**config.mk**
```make
export PLATFORM = sky130hd
export DESIGN_NAME = tdm_chain_out
export DESIGN_NICKNAME = d
export VERILOG_FILES = /design/src/shared/tdm_chain_pkg.sv /design/src/rtl/pin_sync.sv /design/src/rtl/tdm_chain_out.sv
export VERILOG_INCLUDE_DIRS = /design/src /design/src/shared
export SDC_FILE = /design/constraint.sdc
export NUM_CORES = 1
export LEC_CHECK = 0
export BUFFER_PORTS_ARGS = -buffer_cell sky130_fd_sc_hd__buf_2
export CORE_MARGIN = 10
export CORE_UTILIZATION = 55
export DETAILED_ROUTE_END_ITERATION = 8
export GPL_TIMING_DRIVEN = 1
export PLACE_DENSITY_LB_ADDON = 0.2
export SLEW_MARGIN = 20
export SYNTH_ARGS = -nofsm -noshare
export SYNTH_HDL_FRONTEND = slang
export SYNTH_SLANG_ARGS = --single-unit
```
**constraint.sdc**
```tcl
create_clock -name clk -period 4.9 [get_ports clk]
set_input_delay 0.735 -clock clk [delete_from_list [all_inputs] [get_ports clk]]
set_output_delay 0.735 -clock clk [all_outputs]
set_load 0.01 [all_outputs]
```
**src/shared/tdm_chain_map.svh**
```systemverilog
`ifndef TDM_CHAIN_MAP_SVH
`define TDM_CHAIN_MAP_SVH
`define SLOT_BITS 64
`define SAMPLE_BITS 32
`define CHAIN_MASTER_DEVICES 4
`define MCLK_PER_FRAME 256
`define BITS_PER_FRAME_MASTER 256
`define MCLK_PER_BIT 1
`define SERVO_RES_PS 5
`define RAM_PTR_BITS 6
`define ROM_PTR_BITS 20
`define SERVO_BITS 26
`define SYNC_PINS 4
`define PIN_BCLK 0
`define PIN_FCLK 1
`define PIN_MCLK 2
`define PIN_SDI 3
`endif

```
**src/shared/tdm_chain_pkg.sv**
```systemverilog
`include "tdm_chain_map.svh"
package tdm_chain_pkg;
  typedef enum logic [1:0] {
    PORT_MASTER_NONE = 2'h0,
    PORT_MASTER_IN = 2'h1,
    PORT_MASTER_OUT = 2'h2
  } port_master_t;
  typedef logic [`SLOT_BITS-1:0] slot_t;
  typedef logic [`SAMPLE_BITS-1:0] sample_t;
  typedef logic [`SERVO_BITS-1:0] servo_t;
endpackage

```
**src/rtl/pin_sync.sv**
```systemverilog
`timescale 1ns/1ps
module pin_sync
(
  input wire logic clk,
  input wire logic rst_n,
  input wire logic ce,
  input wire logic async_in,
  output logic sync_out
)
;
  typedef struct packed
  {
    logic stage1_reg;
    logic stage2_reg;
  } sync_state_t;
  sync_state_t st_reg;
  sync_state_t st_next;
  // first stage feeds only the second
  always_comb
  begin
    st_next = st_reg;
    if (ce)
    begin
      st_next.stage1_reg = async_in;
      st_next.stage2_reg = st_reg.stage1_reg;
    end
  end
  always_ff @(posedge clk or negedge rst_n)
  begin
    if (!rst_n)
      st_reg <= '0;
    else
      st_reg <= st_next;
  end
  assign sync_out = st_reg.stage2_reg;
endmodule

```
**src/rtl/tdm_chain_out.sv**
```systemverilog
`timescale 1ns/1ps
// Operation
// 64-bit parallel-load output shift register
// frame pulse loads left and right together
// chain input in, serial data out
// advance on bit clock, devices cascade
// system limits chain to 25 MHz
// master mode fixes chain at four
// at most one port is master
// external master clock is 256 fs
// servo offset resolution 5 ps
// integer addresses RAM, fraction addresses ROM
// left first, msb first
`include "tdm_chain_map.svh"
module tdm_chain_out
  import tdm_chain_pkg::*;
(
  input wire logic clk,
  input wire logic rst_n,
  input wire logic ce,
  input wire tdm_chain_pkg::sample_t left_sample,
  input wire tdm_chain_pkg::sample_t right_sample,
  input wire tdm_chain_pkg::servo_t servo_ramp,
  input wire logic in_port_master,
  input wire logic out_port_master,
  input wire logic master_clock,
  input wire logic bit_clock_in,
  input wire logic frame_clock_in,
  input wire logic chain_serial_in,
  output logic output_serial_data,
  output logic bit_clock_out,
  output logic bit_clock_oe_n,
  output logic frame_clock_out,
  output logic frame_clock_oe_n,
  output tdm_chain_pkg::port_master_t master_sel,
  output logic config_error,
  output logic [`RAM_PTR_BITS-1:0] ram_pointer,
  output logic [`ROM_PTR_BITS-1:0] rom_pointer
)
;
  import tdm_chain_pkg::*;

  typedef struct packed
  {
    slot_t shift_reg;
    logic bclk_prev_reg;
    logic fclk_prev_reg;
    logic mclk_prev_reg;
    logic gen_bclk_reg;
    logic gen_fclk_reg;
    logic [7:0] bit_cnt_reg;
    logic load_pend_reg;
    logic sdo_reg;
    port_master_t master_reg;
    logic cfg_err_reg;
    logic [`RAM_PTR_BITS-1:0] ram_ptr_reg;
    logic [`ROM_PTR_BITS-1:0] rom_ptr_reg;
  } out_state_t;

  // all state but the pin synchronisers lives in one register pair
  out_state_t st_reg;
  out_state_t st_next;
  // last bit index of the fixed four-device master frame
  localparam logic [7:0] last_bit_idx = 8'(`BITS_PER_FRAME_MASTER - 1);

  logic [`SYNC_PINS-1:0] pin_raw;
  logic [`SYNC_PINS-1:0] pin_s;
  logic bclk_s;
  logic fclk_s;
  logic mclk_s;
  logic sdi_s;

  // gather the asynchronous pins, one synchroniser each
  assign pin_raw[`PIN_BCLK] = bit_clock_in;
  assign pin_raw[`PIN_FCLK] = frame_clock_in;
  assign pin_raw[`PIN_MCLK] = master_clock;
  assign pin_raw[`PIN_SDI] = chain_serial_in;

  // every pin crosses two flops before use; the first flop may
  // go metastable, so only the second one feeds the logic
  for (genvar i = 0; i < `SYNC_PINS; i++)
  begin : g_sync
    pin_sync u_sync
    (
      .clk(clk),
      .rst_n(rst_n),
      .ce(ce),
      .async_in(pin_raw[i]),
      .sync_out(pin_s[i])
    );
  end

  // synchronised pins back under their own names
  assign bclk_s = pin_s[`PIN_BCLK];
  assign fclk_s = pin_s[`PIN_FCLK];
  assign mclk_s = pin_s[`PIN_MCLK];
  assign sdi_s = pin_s[`PIN_SDI];

  logic bclk_eff;
  logic fclk_eff;
  logic bclk_fall;
  logic fclk_rise;
  logic mclk_fall;

  // edges against last cycle's level; history resets low like the
  // idle pins, so no false edge follows reset
  always_comb
  begin
    // master uses the generated clocks, slave the sampled pins
    bclk_eff = (st_reg.master_reg == PORT_MASTER_OUT) ? st_reg.gen_bclk_reg : bclk_s;
    fclk_eff = (st_reg.master_reg == PORT_MASTER_OUT) ? st_reg.gen_fclk_reg : fclk_s;
    bclk_fall = !bclk_eff && st_reg.bclk_prev_reg;
    fclk_rise = fclk_eff && !st_reg.fclk_prev_reg;
    mclk_fall = !mclk_s && st_reg.mclk_prev_reg;
  end

  always_comb
  begin
    st_next = st_reg;
    if (ce)
    begin
      // edge history, frozen with everything else while ce is low
      st_next.bclk_prev_reg = bclk_eff;
      st_next.fclk_prev_reg = fclk_eff;
      st_next.mclk_prev_reg = mclk_s;

      // one master at most; both asked means output stays slave
      if (in_port_master && out_port_master)
      begin
        st_next.master_reg = PORT_MASTER_IN;
        st_next.cfg_err_reg = 1'b1;
      end
      else if (out_port_master)
      begin
        st_next.master_reg = PORT_MASTER_OUT;
        st_next.cfg_err_reg = 1'b0;
      end
      else if (in_port_master)
      begin
        st_next.master_reg = PORT_MASTER_IN;
        st_next.cfg_err_reg = 1'b0;
      end
      else
      begin
        st_next.master_reg = PORT_MASTER_NONE;
        st_next.cfg_err_reg = 1'b0;
      end

      // master: one bit per master clock, so a 256 fs master clock
      // gives exactly one four-device frame per output sample
      if (st_reg.master_reg == PORT_MASTER_OUT)
      begin
        st_next.gen_bclk_reg = mclk_s;
        if (mclk_fall)
        begin
          st_next.bit_cnt_reg = st_reg.bit_cnt_reg + 8'h01; // wraps at 256 bits
          st_next.gen_fclk_reg = (st_reg.bit_cnt_reg == last_bit_idx);
        end
      end
      else
      begin
        // generator parked low so a later master entry starts a clean frame
        st_next.gen_bclk_reg = 1'b0;
        st_next.gen_fclk_reg = 1'b0;
        st_next.bit_cnt_reg = 8'h00;
      end

      // frame pulse arms a load at the next falling bit clock;
      // held so a pulse that ends before that fall still loads
      if (fclk_rise)
        st_next.load_pend_reg = 1'b1;

      if (bclk_fall)
      begin
        if (st_reg.load_pend_reg || fclk_rise)
        begin
          st_next.shift_reg = {left_sample, right_sample};
          st_next.sdo_reg = left_sample[`SAMPLE_BITS-1];
          st_next.load_pend_reg = 1'b0;
        end
        else
        begin
          // chain bit enters low end, msb leaves first
          st_next.shift_reg = {st_reg.shift_reg[`SLOT_BITS-2:0], sdi_s};
          st_next.sdo_reg = st_reg.shift_reg[`SLOT_BITS-2];
        end
      end

      // servo ramp split: integer high part, fraction low part;
      // pointers lag the ramp by one cycle, no filtering here
      st_next.ram_ptr_reg = servo_ramp[`SERVO_BITS-1:`ROM_PTR_BITS];
      st_next.rom_ptr_reg = servo_ramp[`ROM_PTR_BITS-1:0];
    end
  end

  // single state register, cleared to the idle slave state
  always_ff @(posedge clk or negedge rst_n)
  begin
    if (!rst_n)
      st_reg <= '0;
    else
      st_reg <= st_next;
  end

  // serial data and generated clocks straight from flops
  assign output_serial_data = st_reg.sdo_reg;
  assign bit_clock_out = st_reg.gen_bclk_reg;
  assign frame_clock_out = st_reg.gen_fclk_reg;
  // enables low while driving
  assign bit_clock_oe_n = (st_reg.master_reg != PORT_MASTER_OUT);
  assign frame_clock_oe_n = (st_reg.master_reg != PORT_MASTER_OUT);

  // status and servo pointers, all registered
  assign master_sel = st_reg.master_reg;
  assign config_error = st_reg.cfg_err_reg;
  assign ram_pointer = st_reg.ram_ptr_reg;
  assign rom_pointer = st_reg.rom_ptr_reg;
endmodule

```
==> results of run 1 <==
-- worst max-delay path by stage --
stage	start	endpoint	depth (start not counted)	slack, ps
floorplan	ce	master_sel[0]$_DFFE_PN0P_	4	2930
finish	master_sel[0]$_DFFE_PN0P_	st_reg[102]$_DFFE_PN0P_	5	2130
CTS	master_sel[0]$_DFFE_PN0P_	st_reg[102]$_DFFE_PN0P_	5	2140
global placement	ce	st_reg[98]$_DFFE_PN0P_	6	2160
detailed placement	ce	st_reg[56]$_DFFE_PN0P_	7	2100
global route	master_sel[0]$_DFFE_PN0P_	st_reg[56]$_DFFE_PN0P_	5	1910
-- metrics by stage --
stage                     power [µW]  util, %  cells  hold WS [ps]
after detailed placement        2120     61.8    669           480
final                           3400     68.6    701           339
after global routing            3600     68.6    701           419
after CTS                       3440     68.6    701           391
after global placement          2060     61.8    669           469
after floorplan                 1960        -    461           439
-- cells by family after synthesis --
family	share of synthesized area, %
flops	54.8
mux	19.9
simple gates	7.39
compound gates	9.08
buf+inv	7.93
xor+xnor	0.667
fa+ha+maj	0.238
-- power by group through the flow --
stage	clock [µW]	combinational [µW]	sequential, µW
4_1_cts	1330	722	1390
2_1_floorplan	0	606	1350
5_1_grt	1380	804	1420
3_5_place_dp	0	719	1400
6_report	1310	707	1380
3_3_place_gp	0	683	1380
-- layer usage --
metal	GRT usage, %	up-vias	part of all wire, %
li1	-	1770	-
met1	18.4	1742	43
met2	27.3	92	51
met3	5.61	6	5.8
met4	3.71	2	0.41
met5	0	-	0.12
-- synthesized netlist by cell type, drive strengths merged (2+ instances only) --
master     n
o21ai      6
xor2       4
mux2i     65
o211ai     2
inv        5
o2111ai    3
dfrtp    115
a21oi     67
mux2      35
clkbuf    13
nor2      72
and2       3
o2bb2ai    3
a211oi     2
nand2      9
buf       45
or3        2
-- cell type report --
cell class | instances | share of cell area (%)
multi-input cells | 283 | 31.0
clock buffers | 19 | 6.77
clock inverters | 13 | 3.24
well taps | 129 | 2.53
repair buffers | 137 | 11.0
flip-flops and latches | 115 | 45.2
inverters | 5 | 0.295
==> flow_summary_export.csv, run 1 <==
group,metric,value,unit
outcome,status,"completed",
yosys,syn_nets,561,
timing,setup_viol,0,
global_routing,grt_max_degree,103,
detailed_routing,first_iter_violations,192,
timing,worst-slew-pin-transition,1060,ps
timing,drv_slew,0,
floorplanning,dieHeight,118,µm
layout,drive_above_1_share,35.8,%
critical_path,critPathArrivalTime,3110,ps
yosys,ys_ff_latch,115,
yosys,synth_edf_count,0,
critical_path,cp-end-kind,"register",
critical_path,crit_buf_inv,1,
timing,period_minus_slack,2770,ps
pwr,comb_power_share,20.8,%
critical_path,crit_required,5240,ps
critical_path,cp_slowest_stage_delay,840,ps
critical_path,rrSetupSlack,2130,ps
yosys,netlist_area,5250,µm²
timing,setup_tns,0,ps
timing,min_period_over_period,56.6,%
clocking,worstSkewPairLatency,510,ps
placed_design,place_congestion,0.775,
pwr,internal_power,2470,µW
clocking,cts_setup_buffers,0,
layout,layout_commonest_cell,"buf_2",
floorplanning,core,9280,µm²
timing,relSlewSlack,29.6,%
global_routing,grt-ovfl-total,0,
pwr,power.density,534,nW/µm²
layout,fin_nets,659,
pwr,ir_drop,0.000265,V
yosys,avgSynthCellArea,11.4,µm²
yosys,yosys.area.top_type,"dfrtp_1",
global_routing,antenna_found_initial,1,
pwr,p_sw,939,µW
timing,rsz0062_at_grt,"no",
clocking,ctsHtreeMaxLevel,4,
yosys,yosys_most_used_dff,"dfrtp_1",
placed_design,port_buffers,132,
placed_design,place_hpwl,7.82,mm
timing,skew,13.0,ps
flow_run,cap_viol_max_count,0,
clocking,cts_root_buf,"clkbuf_8",
layout,largest_reg_flops,75,
timing,fin_ws,2130,ps
global_routing,grt_pass1_wl,18.4,mm
layout,final_cell_area,6370,µm²
critical_path,r2r-end,"st_reg[102]$_DFFE_PN0P_",
detailed_routing,drc,0,
critical_path,start_kind,"register",
pwr,clkPwrFrac,38.6,%
yosys,synthArstFlopShare,100,%
layout,fillers,740,
pwr,pwr-share-seq,40.6,%
yosys,synth_seq_area_share,54.8,%
pwr,switching_share,27.6,%
clocking,cts_tree,"done",
layout,register_area,2880,µm²
global_routing,grt_pass1_vias,3836,
timing,max_freq,0.361,GHz
yosys,ys_warn_count,0,
critical_path,critPathTopFamily,"buffers and inverters",
detailed_routing,dr.pass1.iters,5,
floorplanning,rows,35,
layout,antenna_cells,0,
detailed_routing,vias,3612,
clocking,cts_hold_buf,0,
placed_design,pre_cts_slack,2100,ps
clocking,clkTransAtPathRegs,60,ps
detailed_routing,postRouteAntennaNets,0,
floorplanning,ios,133,
yosys,synthCells,461,
global_routing,grt_use_total,15.8,%
critical_path,r2r_cells,5,
critical_path,rr_startpoint,"master_sel[0]$_DFFE_PN0P_",
clocking,cts_made_buffers,17,
layout,multi_input_comb_area,1980,µm²
floorplanning,die_area,13900,µm²
yosys,ys_types,33,
yosys,synth_top_cell_area_share,54.8,%
yosys,yosys-top-cells-area,"dfrtp_1 (55%), mux2i_1 (12%), mux2_2 (7.5%), a21oi_1 (6.4%), nor2_1 (5.1%)",
timing,finalHoldViolCount,0,
critical_path,worst_path_max_delay_cell,"buf_4",
floorplanning,die_x,118,µm
clocking,clock_path_buffers,2,
critical_path,crit_chain,"nand2b_1, a311oi_4, buf_4, mux2i_1, a21oi_1",
layout,area_delta_synth_final,21.3,%
clocking,cts.sinks,115,
clocking,cts_resized,0,
min_path,hold_path.class,"input port to asynchronous set/reset pin",
floorplanning,initial_core_util,56.6,%
detailed_routing,wl_per_cell,15.8,µm
pwr,leakage,0.00310,µW
critical_path,timing.setup.critical_path_class,"register to register",
detailed_routing,avgViaCountPerCell,5.15,
layout,final_cell_mix,"buf_2 (131), dfrtp_1 (115), nor2_1 (72)",
placed_design,placed_area,5730,µm²
critical_path,crit_fanout,64,
detailed_routing,routed_wl,11.1,mm
Note: power is estimated with default switching activity, not from simulation.
==> run 2: changes to the inputs <==
--- a/config.mk
+++ b/config.mk
@@ -6,9 +6,10 @@
 export SDC_FILE = /design/constraint.sdc
 export NUM_CORES = 1
 export LEC_CHECK = 0
+export ABC_AREA = 1
 export BUFFER_PORTS_ARGS = -buffer_cell sky130_fd_sc_hd__buf_2
 export CORE_MARGIN = 10
-export CORE_UTILIZATION = 55
+export CORE_UTILIZATION = 50
 export DETAILED_ROUTE_END_ITERATION = 8
 export GPL_TIMING_DRIVEN = 1
 export PLACE_DENSITY_LB_ADDON = 0.2
==> constraint.sdc (replaced) <==
create_clock -name clk -period 2.3 [get_ports clk]
set_input_delay 0.345 -clock clk [delete_from_list [all_inputs] [get_ports clk]]
set_output_delay 0.345 -clock clk [all_outputs]
set_load 0.01 [all_outputs]
==> run 2 against run 1 <==
Cell count increased by 57%. Design area increased by 15%. Area after synthesis increased by 19%. Non-clock buffer count increased by 7. First-iteration DRC count increased to 2.6 times the previous value. Clock skew about the same. Synthesized cell count increased by 80%. Sequential power increased by 120%. Critical path type unchanged. Largest cell class unchanged. Largest power group unchanged.
==> flow_summary_export.csv, run 2 <==
group,metric,value,unit
timing,min_period_over_period,75.4,%
layout,largest_reg_flops,75,
yosys,synthCells,829,
critical_path,worst_path_max_delay_cell,"dfrtp_1",
critical_path,r2r-end,"st_reg[106]$_DFFE_PN0P_",
clocking,clkTransAtPathRegs,50,ps
timing,worst-slew-pin-transition,680,ps
layout,multi_input_comb_area,2280,µm²
pwr,leakage,0.00428,µW
critical_path,crit_required,2600,ps
placed_design,place_inst,1068,
timing,max_freq,0.577,GHz
critical_path,crit_chain,"inv_2, nand2_2, nand2_2, nand3_2, nand2_2, buf_4, nand2_1, nand3_2, nand2_1",
pwr,power.density,1030,nW/µm²
yosys,synth_edf_count,0,
placed_design,place_hpwl,9.24,mm
yosys,yosys-top-cells-area,"dfrtp_1 (46%), nand2_1 (19%), inv_1 (8.8%), nand3_1 (8.6%), nand3_2 (5.0%)",
detailed_routing,wl_per_cell,12.7,µm
timing,drv_slew,0,
clocking,worstSkewPairLatency,410,ps
detailed_routing,vias,5134,
floorplanning,core,12100,µm²
layout,layout_commonest_cell,"nand2_1",
critical_path,timing.setup.critical_path_class,"register to register",
critical_path,critPathArrivalTime,2040,ps
flow_run,cap_viol_max_count,0,
timing,relSlewSlack,54.6,%
detailed_routing,avgViaCountPerCell,4.66,
layout,fillers,1132,
floorplanning,ios,133,
critical_path,rrSetupSlack,570,ps
clocking,ctsHtreeMaxLevel,4,
pwr,ir_drop,0.000580,V
detailed_routing,first_iter_violations,502,
clocking,cts_setup_buffers,0,
yosys,avgSynthCellArea,7.54,µm²
yosys,synth_top_cell_area_share,46.0,%
yosys,syn_nets,929,
clocking,cts_resized,0,
floorplanning,initial_core_util,51.6,%
global_routing,grt_max_degree,66,
global_routing,grt_pass1_wl,24.1,mm
yosys,ys_warn_count,0,
global_routing,antenna_found_initial,0,
detailed_routing,drc,0,
critical_path,cp_slowest_stage_delay,430,ps
yosys,ys_types,27,
global_routing,grt_pass1_vias,5179,
placed_design,port_buffers,132,
layout,fin_nets,1020,
clocking,cts_tree,"done",
clocking,clock_path_buffers,2,
layout,drive_above_1_share,22.9,%
layout,final_cell_mix,"nand2_1 (312), inv_1 (146), buf_2 (131)",
critical_path,cp-end-kind,"register",
global_routing,grt_use_total,16.4,%
detailed_routing,dr.pass1.iters,4,
critical_path,startpoint,"master_sel[0]$_DFFE_PN0P_",
yosys,ys_top_cells_by_count,"nand2_1 (312), inv_1 (147), dfrtp_1 (115)",
clocking,cts.sinks,115,
layout,register_area,2880,µm²
critical_path,cpMostUsedCell,"nand2_2",
layout,stdcell_count,1101,
clocking,cts_made_buffers,17,
critical_path,r2r_cells,9,
outcome,status,"completed",
layout,area_delta_synth_final,16.9,%
critical_path,cp-endpoint,"st_reg[106]$_DFFE_PN0P_",
floorplanning,dieHeight,132,µm
detailed_routing,postRouteAntennaNets,0,
min_path,hold_path.class,"input port to register",
layout,antenna_cells,0,
timing,finalHoldViolCount,0,
critical_path,start_kind,"register",
global_routing,grt-ovfl-total,0,
timing,skew,12.6,ps
timing,setup_viol,0,
critical_path,crit_fanout,44,
critical_path,rr_startpoint,"master_sel[0]$_DFFE_PN0P_",
yosys,synthArstFlopShare,100,%
floorplanning,die_area,17400,µm²
yosys,yosys_most_used_dff,"dfrtp_1",
placed_design,place_congestion,0.852,
timing,period_minus_slack,1730,ps
yosys,netlist_area,6250,µm²
timing,rsz0062_at_grt,"no",
floorplanning,die_x,132,µm
yosys,synth_seq_area_share,46.0,%
yosys,yosys.area.top_type,"dfrtp_1",
timing,setup_tns,0,ps
yosys,ys_ff_latch,115,
detailed_routing,routed_wl,14.0,mm
yosys,synth_most_common_cell,"nand2_1",
clocking,cts_root_buf,"clkbuf_16",
floorplanning,rows,40,
run 2: cell types whose count changed in the layout (fill, tap and decap cells not counted), sizes merged, moves of 6 or more:
cell   before  now
a21oi      67    5
buf       137  143
inv         6  149
mux2       35    0
mux2i      65    0
nand2       9  317
nand3       0  140
nor2       72    8
o21ai       6   12
run 2: metrics by stage:
stage / cell area, µm² / setup slack [ps] / hold slack (ps) / power, µW / utilization (%)
2_1_floorplan: 6250 / 933 / 49.4 / 4550 / -
3_5_place_dp: 6720 / 569 / 375 / 4940 / 55.5
3_3_place_gp: 6720 / 600 / 371 / 4880 / 55.5
4_1_cts: 7310 / 555 / 115 / 7590 / 60.4
6_report: 7310 / 566 / 134 / 7500 / 60.4
5_1_grt: 7310 / 416 / 126 / 8080 / 60.4
run 2: metal layers:
layer / up-vias / global-route usage (%) / share of wire [%]
met4: 0 / 5.75 / 0.60
li1: 2646 / - / -
met1: 2323 / 20.6 / 46
met5: - / 0 / 0
met2: 159 / 24.6 / 45
met3: 6 / 7.05 / 8.7
run 2: layout make-up:
cell class                      count  share of cell area [%]
Clock inverter                     11                    1.85
Inverter                          150                    7.73
Clock buffer                       21                    6.16
Multi-Input combinational cell    492                    31.2
Timing Repair Buffer              144                    10.8
Tap cell                          168                    2.87
Sequential cell                   115                    39.3
run 2: cells by family after synthesis:
kind of cell | after synthesis | synth area share [%]
buf+inv | 222 | 17.5
fa+ha+maj | 1 | 0.200
flops | 115 | 46.0
compound gates | 19 | 1.60
simple gates | 472 | 34.7
run 2: how the worst min path moves through the flow:
stage                     from  slack [ps]                                      to  cells past startpoint
2_1_floorplan            rst_n          50               bit_clock_out$_DFFE_PN0P_                      0
3_3_place_gp             rst_n         370                  st_reg[98]$_DFFE_PN0P_                      1
3_5_place_dp             rst_n         380                  st_reg[98]$_DFFE_PN0P_                      1
4_1_cts          servo_ramp[5]         110              rom_pointer[5]$_DFFE_PN0P_                      3
5_1_grt        chain_serial_in         130  g_sync[3].u_sync.st_reg[1]$_DFFE_PN0P_                      3
6_report        servo_ramp[11]         130             rom_pointer[11]$_DFFE_PN0P_                      3
run 2: worst max-delay path: cells and delay by family (launching register included):
family        cells  cell delay [ps]
flops             1              430
simple gates      7              710
buf+inv           2              490
run 2: where the power goes:
group	switching [µW]	total, µW	internal [µW]	leakage, µW
sequential	329	2970	2640	0.00145
clock	887	2600	1720	0.000286
combinational	1160	1920	758	0.00255
run 2: what timing repair did:
item,in CTS,in global routing
hold endpoints to repair,39,0
hold buffers,1,0
endpoints found under the setup margin,0,0
==> run 3: changes to the inputs <==
--- a/config.mk
+++ b/config.mk
@@ -6,10 +6,10 @@
 export SDC_FILE = /design/constraint.sdc
 export NUM_CORES = 1
 export LEC_CHECK = 0
-export ABC_AREA = 1
+export ABC_AREA = 0
 export BUFFER_PORTS_ARGS = -buffer_cell sky130_fd_sc_hd__buf_2
 export CORE_MARGIN = 10
-export CORE_UTILIZATION = 50
+export CORE_UTILIZATION = 48
 export DETAILED_ROUTE_END_ITERATION = 8
 export GPL_TIMING_DRIVEN = 1
 export PLACE_DENSITY_LB_ADDON = 0.2
==> constraint.sdc (replaced) <==
create_clock -name clk -period 1.5 [get_ports clk]
set_input_delay 0.225 -clock clk [delete_from_list [all_inputs] [get_ports clk]]
set_output_delay 0.225 -clock clk [all_outputs]
set_load 0.01 [all_outputs]
==> run 3 against run 2 <==
The flow now finishes with violations (negative hold slack, negative setup slack). Cell count is 26% lower. Fmax decreased by 3.4%. Total power grew 51%. Largest power group unchanged. Clock power increased by 37%. Worst hold slack worse by 140 ps. Routed wire length decreased by 3.7%. Sequential power rose by 54%. Sequential share of layout area down 2.0 points. Clock-buffer cell count is 5 higher. Highest routed layer unchanged. Largest cell class unchanged. Design area grew 5.2%.
==> flow_summary_export.csv, run 3 (synthesis results as in run 1) <==
group,metric,value,unit
pwr,power.density,1480,nW/µm²
timing,max_freq,0.557,GHz
global_routing,grt-ovfl-total,0,
critical_path,start_kind,"register",
clocking,clkTransAtPathRegs,50,ps
clocking,worstSkewPairLatency,530,ps
floorplanning,initial_core_util,48.7,%
timing,period_minus_slack,1790,ps
clocking,ctsHtreeMaxLevel,4,
detailed_routing,first_iter_violations,216,
flow_run,cap_viol_max_count,0,
clocking,cts_tree,"done",
floorplanning,rows,38,
clocking,cts_made_buffers,17,
timing,fin_ws,-295,ps
pwr,fin_total_pwr,11400,µW
timing,timing.hold.ws,-7.11,ps
layout,stdcell_count,813,
global_routing,grt_use_total,16.5,%
detailed_routing,drc,0,
timing,setup_viol,73,
critical_path,crit_fanout,8,
layout,final_cell_mix,"buf_2 (129), dfrtp_1 (115), nor2_1 (71)",
floorplanning,die_area,15500,µm²
detailed_routing,wl_per_cell,16.6,µm
critical_path,critPathArrivalTime,2200,ps
layout,fin_nets,761,
detailed_routing,dr.pass1.iters,5,
min_path,hold_path.class,"input port to register",
global_routing,grt_pass1_vias,4366,
critical_path,cp-end-kind,"register",
critical_path,timing.setup.critical_path_class,"register to register",
global_routing,grt_pass1_wl,21.0,mm
placed_design,place_congestion,0.811,
timing,min_period_over_period,120,%
outcome,status,"complete, but fails checks",
layout,largest_reg_flops,75,
detailed_routing,routed_wl,13.5,mm
floorplanning,core,10800,µm²
global_routing,antenna_found_initial,0,
floorplanning,ios,133,
layout,antenna_cells,0,
placed_design,place_inst,707,
layout,area_delta_synth_final,46.5,%
timing,rsz0062_at_grt,"yes",
clocking,cts_root_buf,"clkbuf_8",
pwr,ir_drop,0.000867,V
placed_design,port_buffers,132,
timing,finalHoldViolCount,2,
clocking,clock_path_buffers,2,
timing,drv_slew,0,
layout,fillers,719,
outcome,violations,"negative hold slack, negative setup slack",
layout,layout_commonest_cell,"buf_2",
timing,worst-slew-pin-transition,407,ps
placed_design,place_hpwl,8.44,mm
floorplanning,die_x,125,µm
global_routing,grt_max_degree,43,
floorplanning,dieHeight,125,µm
critical_path,rrSetupSlack,-290,ps
clocking,cts.sinks,115,
detailed_routing,avgViaCountPerCell,5.07,
critical_path,crit_required,1910,ps
layout,drive_above_1_share,38.6,%
detailed_routing,postRouteAntennaNets,0,
pwr,leakage,0.00364,µW
placed_design,pre_cts_slack,-289,ps
timing,relSlewSlack,72.9,%
detailed_routing,vias,4119,
timing,skew,7.33,ps
-- run 3: changes by cell type in the layout (fill, tap and decap cells not counted), sizes merged, moves of 6 or more --
cell,before,now
a21oi,5,67
buf,143,169
clkbuf,21,32
dlygate4sd3,1,64
inv,149,5
mux2,0,35
mux2i,0,65
nand2,317,9
nand3,140,0
nor2,8,72
o21ai,12,6
-- run 3: critical path, stage by stage, from the launching register on --
cell	delay [ps]
dfrtp_1	400
nand2b_4	170
a311oi_4	410
buf_12	220
buf_12	150
mux2i_2	240
a21oi_1	90
-- run 3: metal layers --
metal	track usage, %	vias to the layer above	part of all wire [%]
met2	26.8	125	51
met1	19.0	1993	41
met5	0	-	0
met3	5.66	26	5.6
li1	-	1975	-
met4	7.81	0	2.3
-- run 3: final timing paths --
path / startpoint / endpoint / depth (start not counted)
max reg2reg: master_sel[0]$_DFFE_PN0P_ / st_reg[52]$_DFFE_PN0P_ / 6
max: master_sel[0]$_DFFE_PN0P_ / st_reg[52]$_DFFE_PN0P_ / 6
min: left_sample[26] / st_reg[102]$_DFFE_PN0P_ / 3
min reg2reg: config_error$_DFFE_PN0P_ / config_error$_DFFE_PN0P_ / 1
max in group asynchronous: rst_n / st_reg[94]$_DFFE_PN0P_ / 3
min in group asynchronous: rst_n / st_reg[91]$_DFFE_PN0P_ / 2
-- run 3: repair_timing --
| item | CTS | global route |
|---|---|---|
| gates resized for setup | 9 | 43 |
| gates cloned | 0 | 6 |
| pin swaps | 5 | 63 |
| hold buffers | 63 | 1 |
| hold endpoints to repair | 161 | 1 |
| endpoints found under the setup margin | 71 | 75 |
| setup buffers | 4 | 4 |
-- run 3: cell type report --
type / count / area (µm²) / area share, %
tap: 140 / 175 / 2.28
multi-input combinational: 283 / 2140 / 27.8
sequential: 115 / 2880 / 37.4
clock inverter: 5 / 25.0 / 0.325
timing repair buffer: 239 / 1960 / 25.5
inverter: 5 / 18.8 / 0.244
clock buffer: 26 / 498 / 6.47
-- run 3: stage by stage --
step	cell area [µm²]	TNS [ps]	hold slack (ps)	utilization, %
5_1_grt	7690	-21520	0.345	71.3
2_1_floorplan	5260	-5200	-70.6	-
6_report	7690	-15940	-7.11	71.3
3_3_place_gp	6110	-11380	179	56.6
4_1_cts	7320	-15060	0.753	67.8
3_5_place_dp	6110	-14170	178	56.6
-- run 3: where the power goes --
part           internal (µW)  switching (µW)
Combinational           1800            1440
Sequential              4020             560
Clock                   2220            1320
